--- src/dpt_pkg.sv ---
// shared constants and types of the drive protection trip logic
// assumes a single 25 MHz control clock and an active-low asynchronous reset
package dpt_pkg;

	// ************************************************************
	// timing
	// ************************************************************
	localparam int CLK_PERIOD_NS = 40;
	localparam int LOSS_TICK_NS  = 100_000_000;             // 0.1 s step of detect time
	localparam int LOSS_TICK_CYC = LOSS_TICK_NS / CLK_PERIOD_NS;
	localparam int OL_TICK_NS    = 1_000_000;               // 1 ms overload integration step
	localparam int OL_TICK_CYC   = OL_TICK_NS / CLK_PERIOD_NS;

	// ************************************************************
	// configuration selectors and codes
	// ************************************************************
	localparam logic [3:0] CFG_OPEN_PHASE = 4'h0;
	localparam logic [3:0] CFG_IN1_FUNC   = 4'h1;           // inputs 1..5 at 1..5
	localparam logic [3:0] CFG_RELAY_FUNC = 4'h6;
	localparam logic [3:0] CFG_OUT2_FUNC  = 4'h7;
	localparam logic [3:0] CFG_LOSS_CRIT  = 4'h8;
	localparam logic [3:0] CFG_LOSS_ACT   = 4'h9;
	localparam logic [3:0] CFG_LOSS_TIME  = 4'ha;

	localparam int         NUM_INPUTS     = 5;
	localparam int         STD_INPUTS     = 3;
	localparam logic [4:0] IN_FUNC_MAX    = 5'h1b;          // 27
	localparam logic [4:0] IN_FUNC_NO_TRIP = 5'h12;         // 18
	localparam logic [4:0] IN_FUNC_NC_TRIP = 5'h13;         // 19
	localparam logic [4:0] IN1_FUNC_RST   = 5'h00;
	localparam logic [4:0] IN2_FUNC_RST   = 5'h01;
	localparam logic [4:0] IN3_FUNC_RST   = 5'h02;
	localparam logic [4:0] IN4_FUNC_RST   = 5'h03;
	localparam logic [4:0] IN5_FUNC_RST   = 5'h04;

	localparam logic [4:0] OUT_FUNC_MAX   = 5'h13;          // 19
	localparam logic [4:0] OUT_FUNC_RST   = 5'h11;          // 17
	localparam logic [4:0] OUT_FUNC_OL    = 5'h06;
	localparam logic [4:0] OUT_FUNC_LOSS  = 5'h0b;

	localparam logic [1:0] CRIT_MAX       = 2'h2;
	localparam logic [1:0] CRIT_HALF      = 2'h1;
	localparam logic [1:0] CRIT_FULL      = 2'h2;
	localparam logic [1:0] ACT_MAX        = 2'h2;
	localparam logic [1:0] ACT_HOLD       = 2'h0;
	localparam logic [1:0] ACT_FREE_RUN   = 2'h1;
	localparam logic [1:0] ACT_DECEL      = 2'h2;
	localparam logic [10:0] LOSS_TIME_MIN = 11'h001;        // 0.1 s
	localparam logic [10:0] LOSS_TIME_MAX = 11'h4b0;        // 120.0 s
	localparam logic [10:0] LOSS_TIME_RST = 11'h00a;        // 1.0 s

	// speed reference source
	localparam logic [1:0] REF_MAIN_V     = 2'h1;
	localparam logic [1:0] REF_ALT_V_AUX_I = 2'h2;

	// ************************************************************
	// carriers
	// ************************************************************
	typedef struct packed {
		logic [3:0]  sel;
		logic [11:0] data;
	} dpt_cfg_t;

	typedef struct packed {
		logic open_phase;
		logic ext_no;
		logic ext_nc;
		logic overload;
		logic cmd_loss;
	} dpt_trip_t;

endpackage

--- src/dpt_overload.sv ---
// inverse-time overload integrator
// assumes current samples and rated current in the same units, synchronous to clk
`timescale 1ns/1ps
module dpt_overload #(
	parameter int         CUR_W    = 12,
	parameter int         ACC_W    = 24,
	parameter int         TICK_CYC = dpt_pkg::OL_TICK_CYC,
	parameter logic [23:0] LIMIT   = 24'h0186a0
) (
	input  wire logic             clk,
	input  wire logic             reset_n,
	input  wire logic [CUR_W-1:0] input_current,
	input  wire logic [CUR_W-1:0] rated_current,
	output logic                  overload_r
);
	import dpt_pkg::*;

	logic [31:0]      tick_cnt_r;
	logic [ACC_W-1:0] acc_r;
	logic [ACC_W-1:0] acc_nxt;
	logic             tick;
	logic             over;
	logic [CUR_W-1:0] excess;

	// refuse sizes the fixed-width limit compare cannot serve
	if (ACC_W != 24 || CUR_W >= ACC_W || TICK_CYC < 1) begin : g_bad_param
		$error("dpt_overload: unsupported parameters");
	end

	// excess above rating adds each tick, so a larger excess trips sooner
	assign tick   = (tick_cnt_r == 32'(TICK_CYC - 1));
	assign over   = (input_current > rated_current);
	assign excess = input_current - rated_current;
	assign acc_nxt = !tick ? acc_r :
		over ? ((acc_r + ACC_W'(excess) < acc_r) ? {ACC_W{1'b1}} : acc_r + ACC_W'(excess)) :
		(acc_r != '0) ? acc_r - ACC_W'(1) : acc_r;

	// tick divider and integrator
	always_ff @(posedge clk or negedge reset_n) begin
		if (!reset_n) begin
			tick_cnt_r <= 32'h0;
			acc_r      <= '0;
			overload_r <= 1'b0;
		end else begin
			tick_cnt_r <= tick ? 32'h0 : tick_cnt_r + 32'h1;
			acc_r      <= acc_nxt;
			overload_r <= (acc_nxt >= LIMIT);
		end
	end

	AST_OL_INVERSE: assert property (@(posedge clk) disable iff (!reset_n)
		tick && over && acc_r >= LIMIT |=> overload_r)
		else $error("overload not flagged above limit");

endmodule

--- src/dpt_trip_logic.sv ---
// protection and trip logic: open phase, external trips, overload, command loss
// assumes all pins and configuration writes are synchronous to clk
`timescale 1ns/1ps
module dpt_trip_logic #(
	parameter int LOSS_TICK = dpt_pkg::LOSS_TICK_CYC,
	parameter int OL_TICK   = dpt_pkg::OL_TICK_CYC,
	parameter int AN_W      = 10,
	parameter int CUR_W     = 12
) (
	input  wire logic                 clk,
	input  wire logic                 reset_n,
	input  wire logic                 cfg_wr,
	input  wire dpt_pkg::dpt_cfg_t    cfg,
	input  wire logic                 advanced_io,
	input  wire logic [2:0]           phase_open,
	input  wire logic [4:0]           input_terminal,
	input  wire logic [CUR_W-1:0]     input_current,
	input  wire logic [CUR_W-1:0]     inverter_rated_current,
	input  wire logic [1:0]           speed_ref_source,
	input  wire logic [AN_W-1:0]      main_voltage_input,
	input  wire logic [AN_W-1:0]      alt_voltage_input,
	input  wire logic [AN_W-1:0]      aux_current_input,
	input  wire logic [AN_W-1:0]      main_voltage_loss_threshold,
	input  wire logic [AN_W-1:0]      alt_voltage_loss_threshold,
	input  wire logic [AN_W-1:0]      aux_current_loss_threshold,
	input  wire logic                 clear_req,
	output dpt_pkg::dpt_trip_t        trip_status_r,
	output logic                      output_block_r,
	output logic                      decel_stop_r,
	output logic                      hold_speed_r,
	output logic                      trip_relay_r,
	output logic                      output2_r
);
	import dpt_pkg::*;

	// ************************************************************
	// helpers
	// ************************************************************
	// analog input below threshold under the selected criterion
	function automatic logic below(input logic [AN_W-1:0] x, input logic [AN_W-1:0] thr,
		input logic [1:0] crit);
		case (crit)
			CRIT_HALF: below = (x < (thr >> 1));
			CRIT_FULL: below = (x < thr);
			default:   below = 1'b0;
		endcase
	endfunction

	// output terminal drive for a function code
	function automatic logic out_drive(input logic [4:0] func, input dpt_trip_t t);
		case (func)
			OUT_FUNC_OL:   out_drive = t.overload;
			OUT_FUNC_LOSS: out_drive = t.cmd_loss;
			default:       out_drive = 1'b0;
		endcase
	endfunction

	// elaboration-time refusal of sizes the logic cannot serve
	if (AN_W < 2 || CUR_W < 2 || CUR_W > 23 || LOSS_TICK < 1 || OL_TICK < 1) begin : g_bad_param
		$error("dpt_trip_logic: unsupported parameters");
	end

	// ************************************************************
	// configuration store
	// ************************************************************
	logic        open_phase_guard_select;
	logic [4:0]  in_func_r [NUM_INPUTS];
	logic [4:0]  relay_function_select;
	logic [4:0]  output2_function_select;
	logic [1:0]  loss_criterion_select;
	logic [1:0]  loss_action_select;
	logic [10:0] loss_detect_time;
	logic [4:0]  cfg_func;
	logic [10:0] cfg_time;
	logic        wr_guard, wr_relay, wr_out2, wr_crit, wr_act, wr_time;

	assign cfg_func = cfg.data[4:0];
	assign cfg_time = cfg.data[10:0];
	// out-of-range values are ignored, the old setting stays
	assign wr_guard = cfg_wr && cfg.sel == CFG_OPEN_PHASE && cfg.data <= 12'h001;
	assign wr_relay = cfg_wr && cfg.sel == CFG_RELAY_FUNC && cfg.data <= 12'(OUT_FUNC_MAX);
	assign wr_out2  = cfg_wr && cfg.sel == CFG_OUT2_FUNC && cfg.data <= 12'(OUT_FUNC_MAX);
	assign wr_crit  = cfg_wr && cfg.sel == CFG_LOSS_CRIT && cfg.data <= 12'(CRIT_MAX);
	assign wr_act   = cfg_wr && cfg.sel == CFG_LOSS_ACT && cfg.data <= 12'(ACT_MAX);
	assign wr_time  = cfg_wr && cfg.sel == CFG_LOSS_TIME &&
		cfg.data >= 12'(LOSS_TIME_MIN) && cfg.data <= 12'(LOSS_TIME_MAX);

	// scalar settings
	always_ff @(posedge clk or negedge reset_n) begin
		if (!reset_n) begin
			open_phase_guard_select <= 1'b0;
			relay_function_select   <= OUT_FUNC_RST;
			output2_function_select <= OUT_FUNC_RST;
			loss_criterion_select   <= 2'h0;
			loss_action_select      <= ACT_HOLD;
			loss_detect_time        <= LOSS_TIME_RST;
		end else begin
			if (wr_guard) open_phase_guard_select <= cfg.data[0];
			if (wr_relay) relay_function_select <= cfg_func;
			if (wr_out2)  output2_function_select <= cfg_func;
			if (wr_crit)  loss_criterion_select <= cfg.data[1:0];
			if (wr_act)   loss_action_select <= cfg.data[1:0];
			if (wr_time)  loss_detect_time <= cfg_time;
		end
	end

	// ************************************************************
	// multi-function inputs and external trips
	// ************************************************************
	localparam logic [4:0] IN_RST [NUM_INPUTS] =
		'{IN1_FUNC_RST, IN2_FUNC_RST, IN3_FUNC_RST, IN4_FUNC_RST, IN5_FUNC_RST};
	logic [NUM_INPUTS-1:0] no_hit, nc_hit, nc_ready;
	logic [NUM_INPUTS-1:0] nc_src_r;

	genvar gi;
	generate
		for (gi = 0; gi < NUM_INPUTS; gi++) begin : g_in
			logic wr_in, avail;
			assign wr_in = cfg_wr && cfg.sel == CFG_IN1_FUNC + 4'(gi) &&
				cfg.data <= 12'(IN_FUNC_MAX);
			assign avail = (gi < STD_INPUTS) || advanced_io;
			// closed contact to common reads as 1
			assign no_hit[gi] = avail && in_func_r[gi] == IN_FUNC_NO_TRIP &&
				input_terminal[gi];
			assign nc_hit[gi] = avail && in_func_r[gi] == IN_FUNC_NC_TRIP &&
				!input_terminal[gi];
			// a source input may release only if still assigned and closed again
			assign nc_ready[gi] = !nc_src_r[gi] ||
				(in_func_r[gi] == IN_FUNC_NC_TRIP && input_terminal[gi]);
			always_ff @(posedge clk or negedge reset_n) begin
				if (!reset_n)
					in_func_r[gi] <= IN_RST[gi];
				else if (wr_in)
					in_func_r[gi] <= cfg_func;
			end
		end
	endgenerate

	// ************************************************************
	// speed command loss qualification
	// ************************************************************
	logic        loss_cond, loss_confirm;
	logic [31:0] loss_div_r;
	logic [10:0] loss_cnt_r;
	logic        loss_tick;

	// either half of a combined reference counts as a loss
	assign loss_cond =
		(speed_ref_source == REF_MAIN_V) ?
			below(main_voltage_input, main_voltage_loss_threshold, loss_criterion_select) :
		(speed_ref_source == REF_ALT_V_AUX_I) ?
			(below(alt_voltage_input, alt_voltage_loss_threshold, loss_criterion_select) ||
			 below(aux_current_input, aux_current_loss_threshold, loss_criterion_select)) :
			1'b0;
	assign loss_tick    = (loss_div_r == 32'(LOSS_TICK - 1));
	assign loss_confirm = loss_cond && loss_cnt_r >= loss_detect_time;

	// counts whole 0.1 s steps of uninterrupted loss
	always_ff @(posedge clk or negedge reset_n) begin
		if (!reset_n) begin
			loss_div_r <= 32'h0;
			loss_cnt_r <= 11'h0;
		end else if (!loss_cond) begin
			loss_div_r <= 32'h0;
			loss_cnt_r <= 11'h0;
		end else begin
			loss_div_r <= loss_tick ? 32'h0 : loss_div_r + 32'h1;
			if (loss_tick && loss_cnt_r != LOSS_TIME_MAX)
				loss_cnt_r <= loss_cnt_r + 11'h1;
		end
	end

	// ************************************************************
	// overload integrator
	// ************************************************************
	logic ol_now;

	dpt_overload #(
		.CUR_W    (CUR_W),
		.TICK_CYC (OL_TICK)
	) u_overload (
		.clk           (clk),
		.reset_n       (reset_n),
		.input_current (input_current),
		.rated_current (inverter_rated_current),
		.overload_r    (ol_now)
	);

	// ************************************************************
	// trip latches and outputs
	// ************************************************************
	logic      op_hit;
	dpt_trip_t hit, gone, trip_nxt;
	logic      block_nxt;

	assign op_hit = open_phase_guard_select && (|phase_open);
	assign hit    = '{open_phase: op_hit, ext_no: |no_hit, ext_nc: |nc_hit,
		overload: ol_now, cmd_loss: loss_confirm};
	assign gone   = '{open_phase: !(|phase_open), ext_no: !(|no_hit),
		ext_nc: &nc_ready, overload: !ol_now, cmd_loss: !loss_cond};
	// a new event wins over a clear in the same cycle
	assign trip_nxt = hit | (trip_status_r & ~(gone & {5{clear_req}}));
	assign block_nxt = trip_nxt.open_phase || trip_nxt.ext_no || trip_nxt.ext_nc ||
		trip_nxt.overload || (trip_nxt.cmd_loss && loss_action_select == ACT_FREE_RUN);

	always_ff @(posedge clk or negedge reset_n) begin
		if (!reset_n) begin
			trip_status_r  <= '0;
			nc_src_r       <= '0;
			output_block_r <= 1'b0;
			decel_stop_r   <= 1'b0;
			hold_speed_r   <= 1'b0;
			trip_relay_r   <= 1'b0;
			output2_r      <= 1'b0;
		end else begin
			trip_status_r  <= trip_nxt;
			nc_src_r       <= trip_nxt.ext_nc ? (nc_src_r | nc_hit) : '0;
			output_block_r <= block_nxt;
			decel_stop_r   <= trip_nxt.cmd_loss && loss_action_select == ACT_DECEL;
			hold_speed_r   <= trip_nxt.cmd_loss && loss_action_select == ACT_HOLD;
			trip_relay_r   <= out_drive(relay_function_select, trip_nxt);
			output2_r      <= out_drive(output2_function_select, trip_nxt);
		end
	end

	// ************************************************************
	// checks
	// ************************************************************
	AST_OPEN_PHASE_BLOCK: assert property (@(posedge clk) disable iff (!reset_n)
		open_phase_guard_select && (|phase_open) |=> output_block_r && trip_status_r.open_phase)
		else $error("open phase did not block output");
	AST_GUARD_OFF: assert property (@(posedge clk) disable iff (!reset_n)
		!open_phase_guard_select && !trip_status_r.open_phase |=> !trip_status_r.open_phase)
		else $error("open phase trip while guard disabled");
	AST_NO_TRIP: assert property (@(posedge clk) disable iff (!reset_n)
		|no_hit |=> trip_status_r.ext_no && output_block_r)
		else $error("normally-open trip missed");
	AST_NC_TRIP: assert property (@(posedge clk) disable iff (!reset_n)
		|nc_hit |=> trip_status_r.ext_nc && output_block_r)
		else $error("normally-closed trip missed");
	AST_NC_STUCK: assert property (@(posedge clk) disable iff (!reset_n)
		trip_status_r.ext_nc && !(&nc_ready) |=> trip_status_r.ext_nc)
		else $error("reassigned normally-closed trip was cleared");
	AST_STD_INPUTS: assert property (@(posedge clk) disable iff (!reset_n)
		!advanced_io |-> !no_hit[4] && !no_hit[3] && !nc_hit[4] && !nc_hit[3])
		else $error("trip taken on input missing from standard set");
	AST_OL_RELAY: assert property (@(posedge clk) disable iff (!reset_n)
		relay_function_select == OUT_FUNC_OL && $past(relay_function_select) == OUT_FUNC_OL
		&& trip_status_r.overload |-> trip_relay_r)
		else $error("relay not showing overload trip");
	AST_LOSS_RELAY: assert property (@(posedge clk) disable iff (!reset_n)
		output2_function_select == OUT_FUNC_LOSS && $past(output2_function_select)
		== OUT_FUNC_LOSS |-> output2_r == trip_status_r.cmd_loss)
		else $error("output 2 not showing command loss");
	AST_OUT_RANGE: assert property (@(posedge clk) disable iff (!reset_n)
		relay_function_select <= OUT_FUNC_MAX && output2_function_select <= OUT_FUNC_MAX)
		else $error("output function code out of range");
	AST_CRIT_OFF: assert property (@(posedge clk) disable iff (!reset_n)
		loss_criterion_select == 2'h0 |-> !loss_cond)
		else $error("loss seen with detection disabled");
	AST_COMBINED_REF: assert property (@(posedge clk) disable iff (!reset_n)
		speed_ref_source == REF_ALT_V_AUX_I && loss_criterion_select == CRIT_FULL &&
		aux_current_input < aux_current_loss_threshold |-> loss_cond)
		else $error("low current half of reference not seen as loss");
	AST_LOSS_QUALIFY: assert property (@(posedge clk) disable iff (!reset_n)
		$rose(trip_status_r.cmd_loss) |-> $past(loss_cnt_r) >= $past(loss_detect_time))
		else $error("command loss acted on before detect time");
	AST_LOSS_ACTION: assert property (@(posedge clk) disable iff (!reset_n)
		trip_status_r.cmd_loss && loss_action_select == ACT_DECEL &&
		$stable(loss_action_select) |-> decel_stop_r && !hold_speed_r)
		else $error("deceleration stop not issued on loss");
	AST_TRIP_LATCH: assert property (@(posedge clk) disable iff (!reset_n)
		trip_status_r.overload && !clear_req |=> trip_status_r.overload)
		else $error("overload trip dropped without clear");
	AST_NC_CODE: assert property (@(posedge clk) disable iff (!reset_n)
		advanced_io && in_func_r[4] == IN_FUNC_NC_TRIP && !input_terminal[4] |=>
		trip_status_r.ext_nc)
		else $error("input 5 normally-closed code not honoured");

endmodule

--- config.mk ---
export PLATFORM = sky130hd
export DESIGN_NAME = dpt_trip_logic
export DESIGN_NICKNAME = d
export VERILOG_FILES = /design/src/dpt_pkg.sv /design/src/dpt_overload.sv /design/src/dpt_trip_logic.sv
export SDC_FILE = /design/constraint.sdc
export NUM_CORES = 1
export LEC_CHECK = 0
export CORE_ASPECT_RATIO = 1.25
export CORE_MARGIN = 4
export CORE_UTILIZATION = 40
export DETAILED_ROUTE_END_ITERATION = 8
export DONT_BUFFER_PORTS = 1
export SETUP_SLACK_MARGIN = 0.2
export SYNTH_ARGS = -nofsm -noshare
export SYNTH_HDL_FRONTEND = slang
export SYNTH_SLANG_ARGS = --single-unit
--- constraint.sdc ---
create_clock -name clk -period 9.7 [get_ports clk]
set_input_delay 0.485 -clock clk [delete_from_list [all_inputs] [get_ports clk]]
set_output_delay 0.485 -clock clk [all_outputs]
set_load 0.005 [all_outputs]
# Word level (Yosys, flattened, before mapping)
# Cells that the tools add are included.
[totals]
register_bits = 166
in_bits = 115
[op_classes]
n_addsub = 6
order_cmp = 16
n_reduce_logical = 79
n_bitwise = 5
muxes = 17
n_eq_ne = 34
[op_table]
columns = ["op", "n"]
rows = [
  ["24-bit two-way mux", 4],
  ["32-bit two-way mux", 3],
  ["32-bit by 1-bit adder with 32-bit output, second input constant", 2],
  ["5-bit == test, second input constant", 10],
  ["1-bit logical AND", 48],
  ["32-bit by 15-bit == test with 1-bit output, second input constant", 1],
  ["32-bit by 22-bit == test with 1-bit output, second input constant", 1],
  ["10-bit < comparator", 3],
  ["10-bit by 9-bit < comparator with 1-bit output", 3],
  ["24-bit by 12-bit adder with 24-bit output", 1],
  ["24-bit by 17-bit greater-or-equal comparator with 1-bit output, second input constant", 1],
  ["12-bit by 5-bit less-or-equal comparator with 1-bit output, second input constant", 2],
  ["24-bit < comparator", 1],
  ["24-bit nonzero test", 1],
  ["24-bit by 1-bit subtractor with 24-bit output, second input constant", 1],
  ["11-bit two-way mux", 2],
  ["4-bit by 3-bit == test with 1-bit output, second input constant", 4],
  ["1-bit zero test", 14],
  ["4-bit == test, second input constant", 3],
  ["12-bit by 1-bit greater-or-equal comparator with 1-bit output, second input constant", 1],
  ["12-bit > comparator", 1],
  ["12-bit by 1-bit less-or-equal comparator with 1-bit output, second input constant", 1],
  ["12-bit by 11-bit less-or-equal comparator with 1-bit output, second input constant", 1],
  ["12-bit by 2-bit less-or-equal comparator with 1-bit output, second input constant", 1],
  ["other kinds (23)", 47],
]

# Depth between registers and ports, before layout
[depth]
word_depth = 14
ltp_mapped = 32

# Cells and area by module
# Synthesis repeated with hierarchy kept, for this count alone.
[hier_totals]
cells_unflattened = 1313
hier_area_um2 = 11691.2
[by_module_without_submodules]
columns = ["mod", "seq_area_each_um2", "cells_each", "instances", "area_per_inst_um2"]
rows = [
  ["dpt_trip_logic", 2741.4, 688, 1, 6578.8],
  ["dpt_overload", 1426.4, 625, 1, 5112.4],
]

# Worst setup path after synthesis
# OpenSTA, ideal clock, no wires.
[synth_timing]
path_kind = "in2reg"
from = "input inverter_rated_current[1]"
to = "register u_overload.overload_r"
required_time_ps = 9576
setup_ps = 124
n_path_buf = 1
path_slack_ps = 3421
stages = 32
t_arrival_ps = 6155
path_cell_list = "inv_1 -> ha_1 -> nor2b_1 -> o21ai_0 -> a21boi_0 -> o21ai_0 -> nand2b_1 -> a21o_1 -> a21o_1 -> xor2_1 -> ha_1 -> or3_1 -> o21ai_0 -> a31oi_1 -> a21o_1 -> a21o_1 -> a21o_1 -> a21o_1 -> nand3_1 -> inv_1 -> and3_1 -> ha_1 -> xor2_1 -> nand3_1 -> nor2_1 -> o2111ai_2 -> a31oi_2 -> buf_6 -> nand4_1 -> o311a_1 -> or4b_1 -> a211o_1"
[synth_between]
elab_chain_cells = 7
[synth_rtl]
columns = ["element", "line_no", "rtl"]
rows = [
  ["from (decl)", "dpt_trip_logic.sv:18", "input wire logic [CUR_W-1:0] inverter_rated_current,"],
  ["12-bit subtractor", "dpt_overload.sv:33", "assign excess = input_current - rated_current;"],
  ["24-bit by 12-bit adder with 24-bit output", "dpt_overload.sv:35", "over ? ((acc_r + ACC_W'(excess) < acc_r) ? {ACC_W{1'b1}} : acc_r + ACC_W'(excess)) :"],
  ["24-bit < comparator", "dpt_overload.sv:35", ""],
  ["24-bit two-way mux", "dpt_overload.sv:35", ""],
  ["24-bit two-way mux *", "dpt_overload.sv:35", ""],
  ["24-bit two-way mux *", "dpt_overload.sv:34", "assign acc_nxt = !tick ? acc_r :"],
  ["net u_overload.acc_nxt[19]", "dpt_overload.sv:20", "logic [ACC_W-1:0] acc_nxt;"],
  ["24-bit by 17-bit greater-or-equal comparator with 1-bit output *", "dpt_overload.sv:47", "overload_r <= (acc_nxt >= LIMIT);"],
  ["to (signal assigned)", "dpt_overload.sv:47", ""],
  ["to (decl)", "dpt_overload.sv:14", "output logic overload_r"],
]
# The timed path passes the listed nets; every way through them passes the cells marked *.
# A chain may end at the register's enable or synchronous reset.

# Worst setup path after layout
# Same ends and word-level chain as after synthesis.

==> metrics.md <==
| Metric | Value |
|---|---|
| Most common cell in the synthesized netlist | `dfrtp_1` |
| Initial antenna violation count | `0` |
| Vias in the first global route | `9260` |
| Top cells by count, synth | `155 x dfrtp_1, 117 x nor2_1, 112 x ha_1` |
| Share of the synthesized area in the top cell type | `0.335` |
| Leak Pwr | `0.00576 uW` |
| Syn_area_per_cell | `9.17 um^2` |
| Fin crit period | `6.88 ns` |
| Routed Antenna Nets | `0` |
| Measured slew at the worst slew-check pin | `0.919 ns` |
| Hold crit path type | `input port to asynchronous set/reset pin` |
| Mapped Area | `11600 um^2` |
| WP data required | `10.00 ns` |
| Hold_ws | `0.0153 ns` |
| Final Cycle Share | `0.709` |
| CTS HTree Levels | `4` |
| Clk buf depth | `2` |
| Vias per inst | `5.63` |
| # clock sinks | `166` |
| Die width | `160 um` |
| Layout cells sized above 1 | `0.0885` |
| Clock tree root driver cell | `clkbuf_16` |
| Critical path launch point type | `input port` |
| Seq/Total Area, Yosys | `0.360` |
| Yosys warns | `0` |
| First-pass GRT wire length | `44.7 mm` |
| CTS resizes | `0` |
| FMAX | `145 MHz` |
| Synthesized instance count | `1262` |
| Worst ir drop on vdd | `107 uV` |
| Dominant synthesized flop cell | `dfrtp_1` |
| FP Rows | `69` |
| Yosys reg bits | `166` |
| Syn_nets | `1491` |
| DR iter-0 viols | `619` |
| Post-synth ARST share | `1.00` |
| Final Wtd Congestion | `0.893` |
| Critical Path Fanout Max | `11` |
| Largest net degree at the start of global routing | `167` |
| Number of port buffers | `0` |
| Num CTS Buffers | `17` |
| CP endpoint kind | `register` |
| RSZ-0062 raised after global routing | `false` |
| Slew headroom | `0.382` |
| Post-CTS Setup Inserts | `0` |
| Grt ovf | `0` |
| Setup violators final | `0` |
| Kind of critical path | `input port to register` |
| CTS tree | `yes` |
| DR pass1 iterations | `5` |
| Post-synth EDFFs | `0` |
| Final Util | `0.439` |
| Final worst clock skew | `0.0105 ns` |
| Total Die Area | `31700 um^2` |
| DR vias | `9130` |
| Status | `finished clean` |
| Sequential cell area | `4170 um^2` |
| Clock transition at path regs | `0.07 ns` |
| Nets | `1482` |
| Max Slew Vio Count | `0` |
| Hold Vio Cnt, Final | `0` |
| Most frequent CP cell | `a21o_1` |
| Drt drc | `0` |
| GR Util All Layers | `0.166` |
| Multi-input gate area | `6860 um^2` |
| Wire per inst | `16.2 um` |
| Post-route total power | `1730 uW` |
| Clock latency at the later pin of the worst-skew pair | `0.42 ns` |
| Filler Cell Count | `2784` |
| DP Area | `11900 um^2` |
| Area leader, netlist | `dfrtp_1` |
| Initial Utilization | `0.406` |
| Crit path max-delay cell type | `a31oi_2` |
| Slowest stage delay, CP | `0.71 ns` |
| Max-Cap Viols | `0` |
| Post-layout instance area | `12500 um^2` |
| Synthesis-to-layout area growth | `8.05%` |
| Fin Setup TNS | `0 ns` |
| Critical Path AT | `7.18 ns` |
| Antenna diodes | `0` |
| Area of the core | `28500 um^2` |
| Die Y | `198 um` |
| Hold buffer count at cts | `1` |
| Synth cell types | `88` |
| Post-DP HPWL | `19.8 mm` |
| Pwr dens | `138 nW/um^2` |
| Final WL | `26.3 mm` |
| I/O pins | `125` |
| Largest cells by area after synthesis | `dfrtp_1 34%, ha_1 12%, nor2_1 3.8%` |
## cells by family after synthesis
group	after synthesis	synth area share
xor+xnor	95	0.0719
fa+ha+maj	114	0.125
compound gates	259	0.158
mux	41	0.0395
simple gates	450	0.198
buf+inv	137	0.0488
flops	166	0.360
## cell type report
type / count / share of cell area
Inverter: 104 / 0.0312
Sequential cell: 166 / 0.333
Tap cell: 355 / 0.0355
Clock inverter: 14 / 0.0127
Clock buffer: 18 / 0.0343
Timing Repair Buffer: 5 / 0.00460
Multi-Input combinational cell: 959 / 0.548
## placed cells by master (no fill, tap or decap), types with 4 or more instances in the layout
master / count
dfrtp_1: 155
nor2_1: 117
ha_1: 112
inv_1: 104
nand2_1: 91
o21ai_0: 57
nand3_1: 53
xnor2_1: 50
xor2_1: 45
a21o_1: 44
nor3_1: 44
a21oi_1: 40
mux2_2: 37
and3_1: 25
nand4_1: 25
nor4_1: 21
o21a_1: 20
clkbuf_16: 17
a31oi_1: 13
nand2b_1: 13
dfstp_2: 11
a211oi_1: 10
or3_1: 9
nor3b_1: 7
or4_1: 6
o22ai_1: 6
inv_8: 6
nor2b_1: 5
and4_1: 5
a2111oi_0: 5
nor4b_1: 4
a211oi_2: 4
and2_1: 4
mux2i_1: 4
a221oi_1: 4
buf_4: 4
## routing by layer
layer / part of all wire / track usage / up-vias / wire, um
met1: 0.45 / 0.212 / 4358 / 11800
met5: 0 / 0 / - / 0
met4: 0.019 / 0.0504 / 0 / 512
met2: 0.49 / 0.289 / 215 / 12800
li1: - / - / 4520 / -
met3: 0.042 / 0.0306 / 37 / 1100
## critical path: cells and delay by family
kind / cells / cell delay [ns]
AO/OA/AOI/OAI: 16 / 3.60
AND/OR/NAND/NOR: 8 / 1.81
adder cells (fa/ha/maj): 3 / 0.80
buffers and inverters: 2 / 0.09
XOR/XNOR: 2 / 0.39
## worst paths after layout
path,startpoint,endpoint,slack (ns),cells after the start
worst max-delay path,inverter_rated_current[1],u_overload.overload_r,2.82,31
worst min-delay path,reset_n,loss_div_r[22],0.02,1
worst max register to register,u_overload.acc_r[0],u_overload.overload_r,3.53,23
worst min register to register,loss_action_select[1],hold_speed_r,0.48,1
max in group asynchronous,reset_n,u_overload.acc_r[10],8.97,1
min in group clk,cfg[1],loss_detect_time[1],0.18,2
## metrics by stage
step	std cells	setup slack, ns
6_report	1621	2.82
3_5_place_dp	1588	2.47
3_3_place_gp	1588	2.55
4_1_cts	1621	2.88
2_1_floorplan	1262	3.42
5_1_grt	1621	2.29
## power by group
part / leakage [uW] / switching (uW) / internal, uW
combinational: 0.00333 / 196 / 133
sequential: 0.00215 / 11.6 / 709
clock: 0.000281 / 311 / 368
## state kept, by name, summed over array words and instances, names as in the netlist
register                 flops
loss_div_r                  32
u_overload.tick_cnt_r       32
in_func_r                   25
u_overload.acc_r            24
loss_cnt_r                  11
loss_detect_time            11
nc_src_r                     5
output2_function_select      5
relay_function_select        5
trip_status_r                5
loss_action_select           2
loss_criterion_select        2
decel_stop_r                 1
hold_speed_r                 1
open_phase_guard_select      1
output2_r                    1
output_block_r               1
trip_relay_r                 1
u_overload.overload_r        1
(Power assumes the default switching activity.)
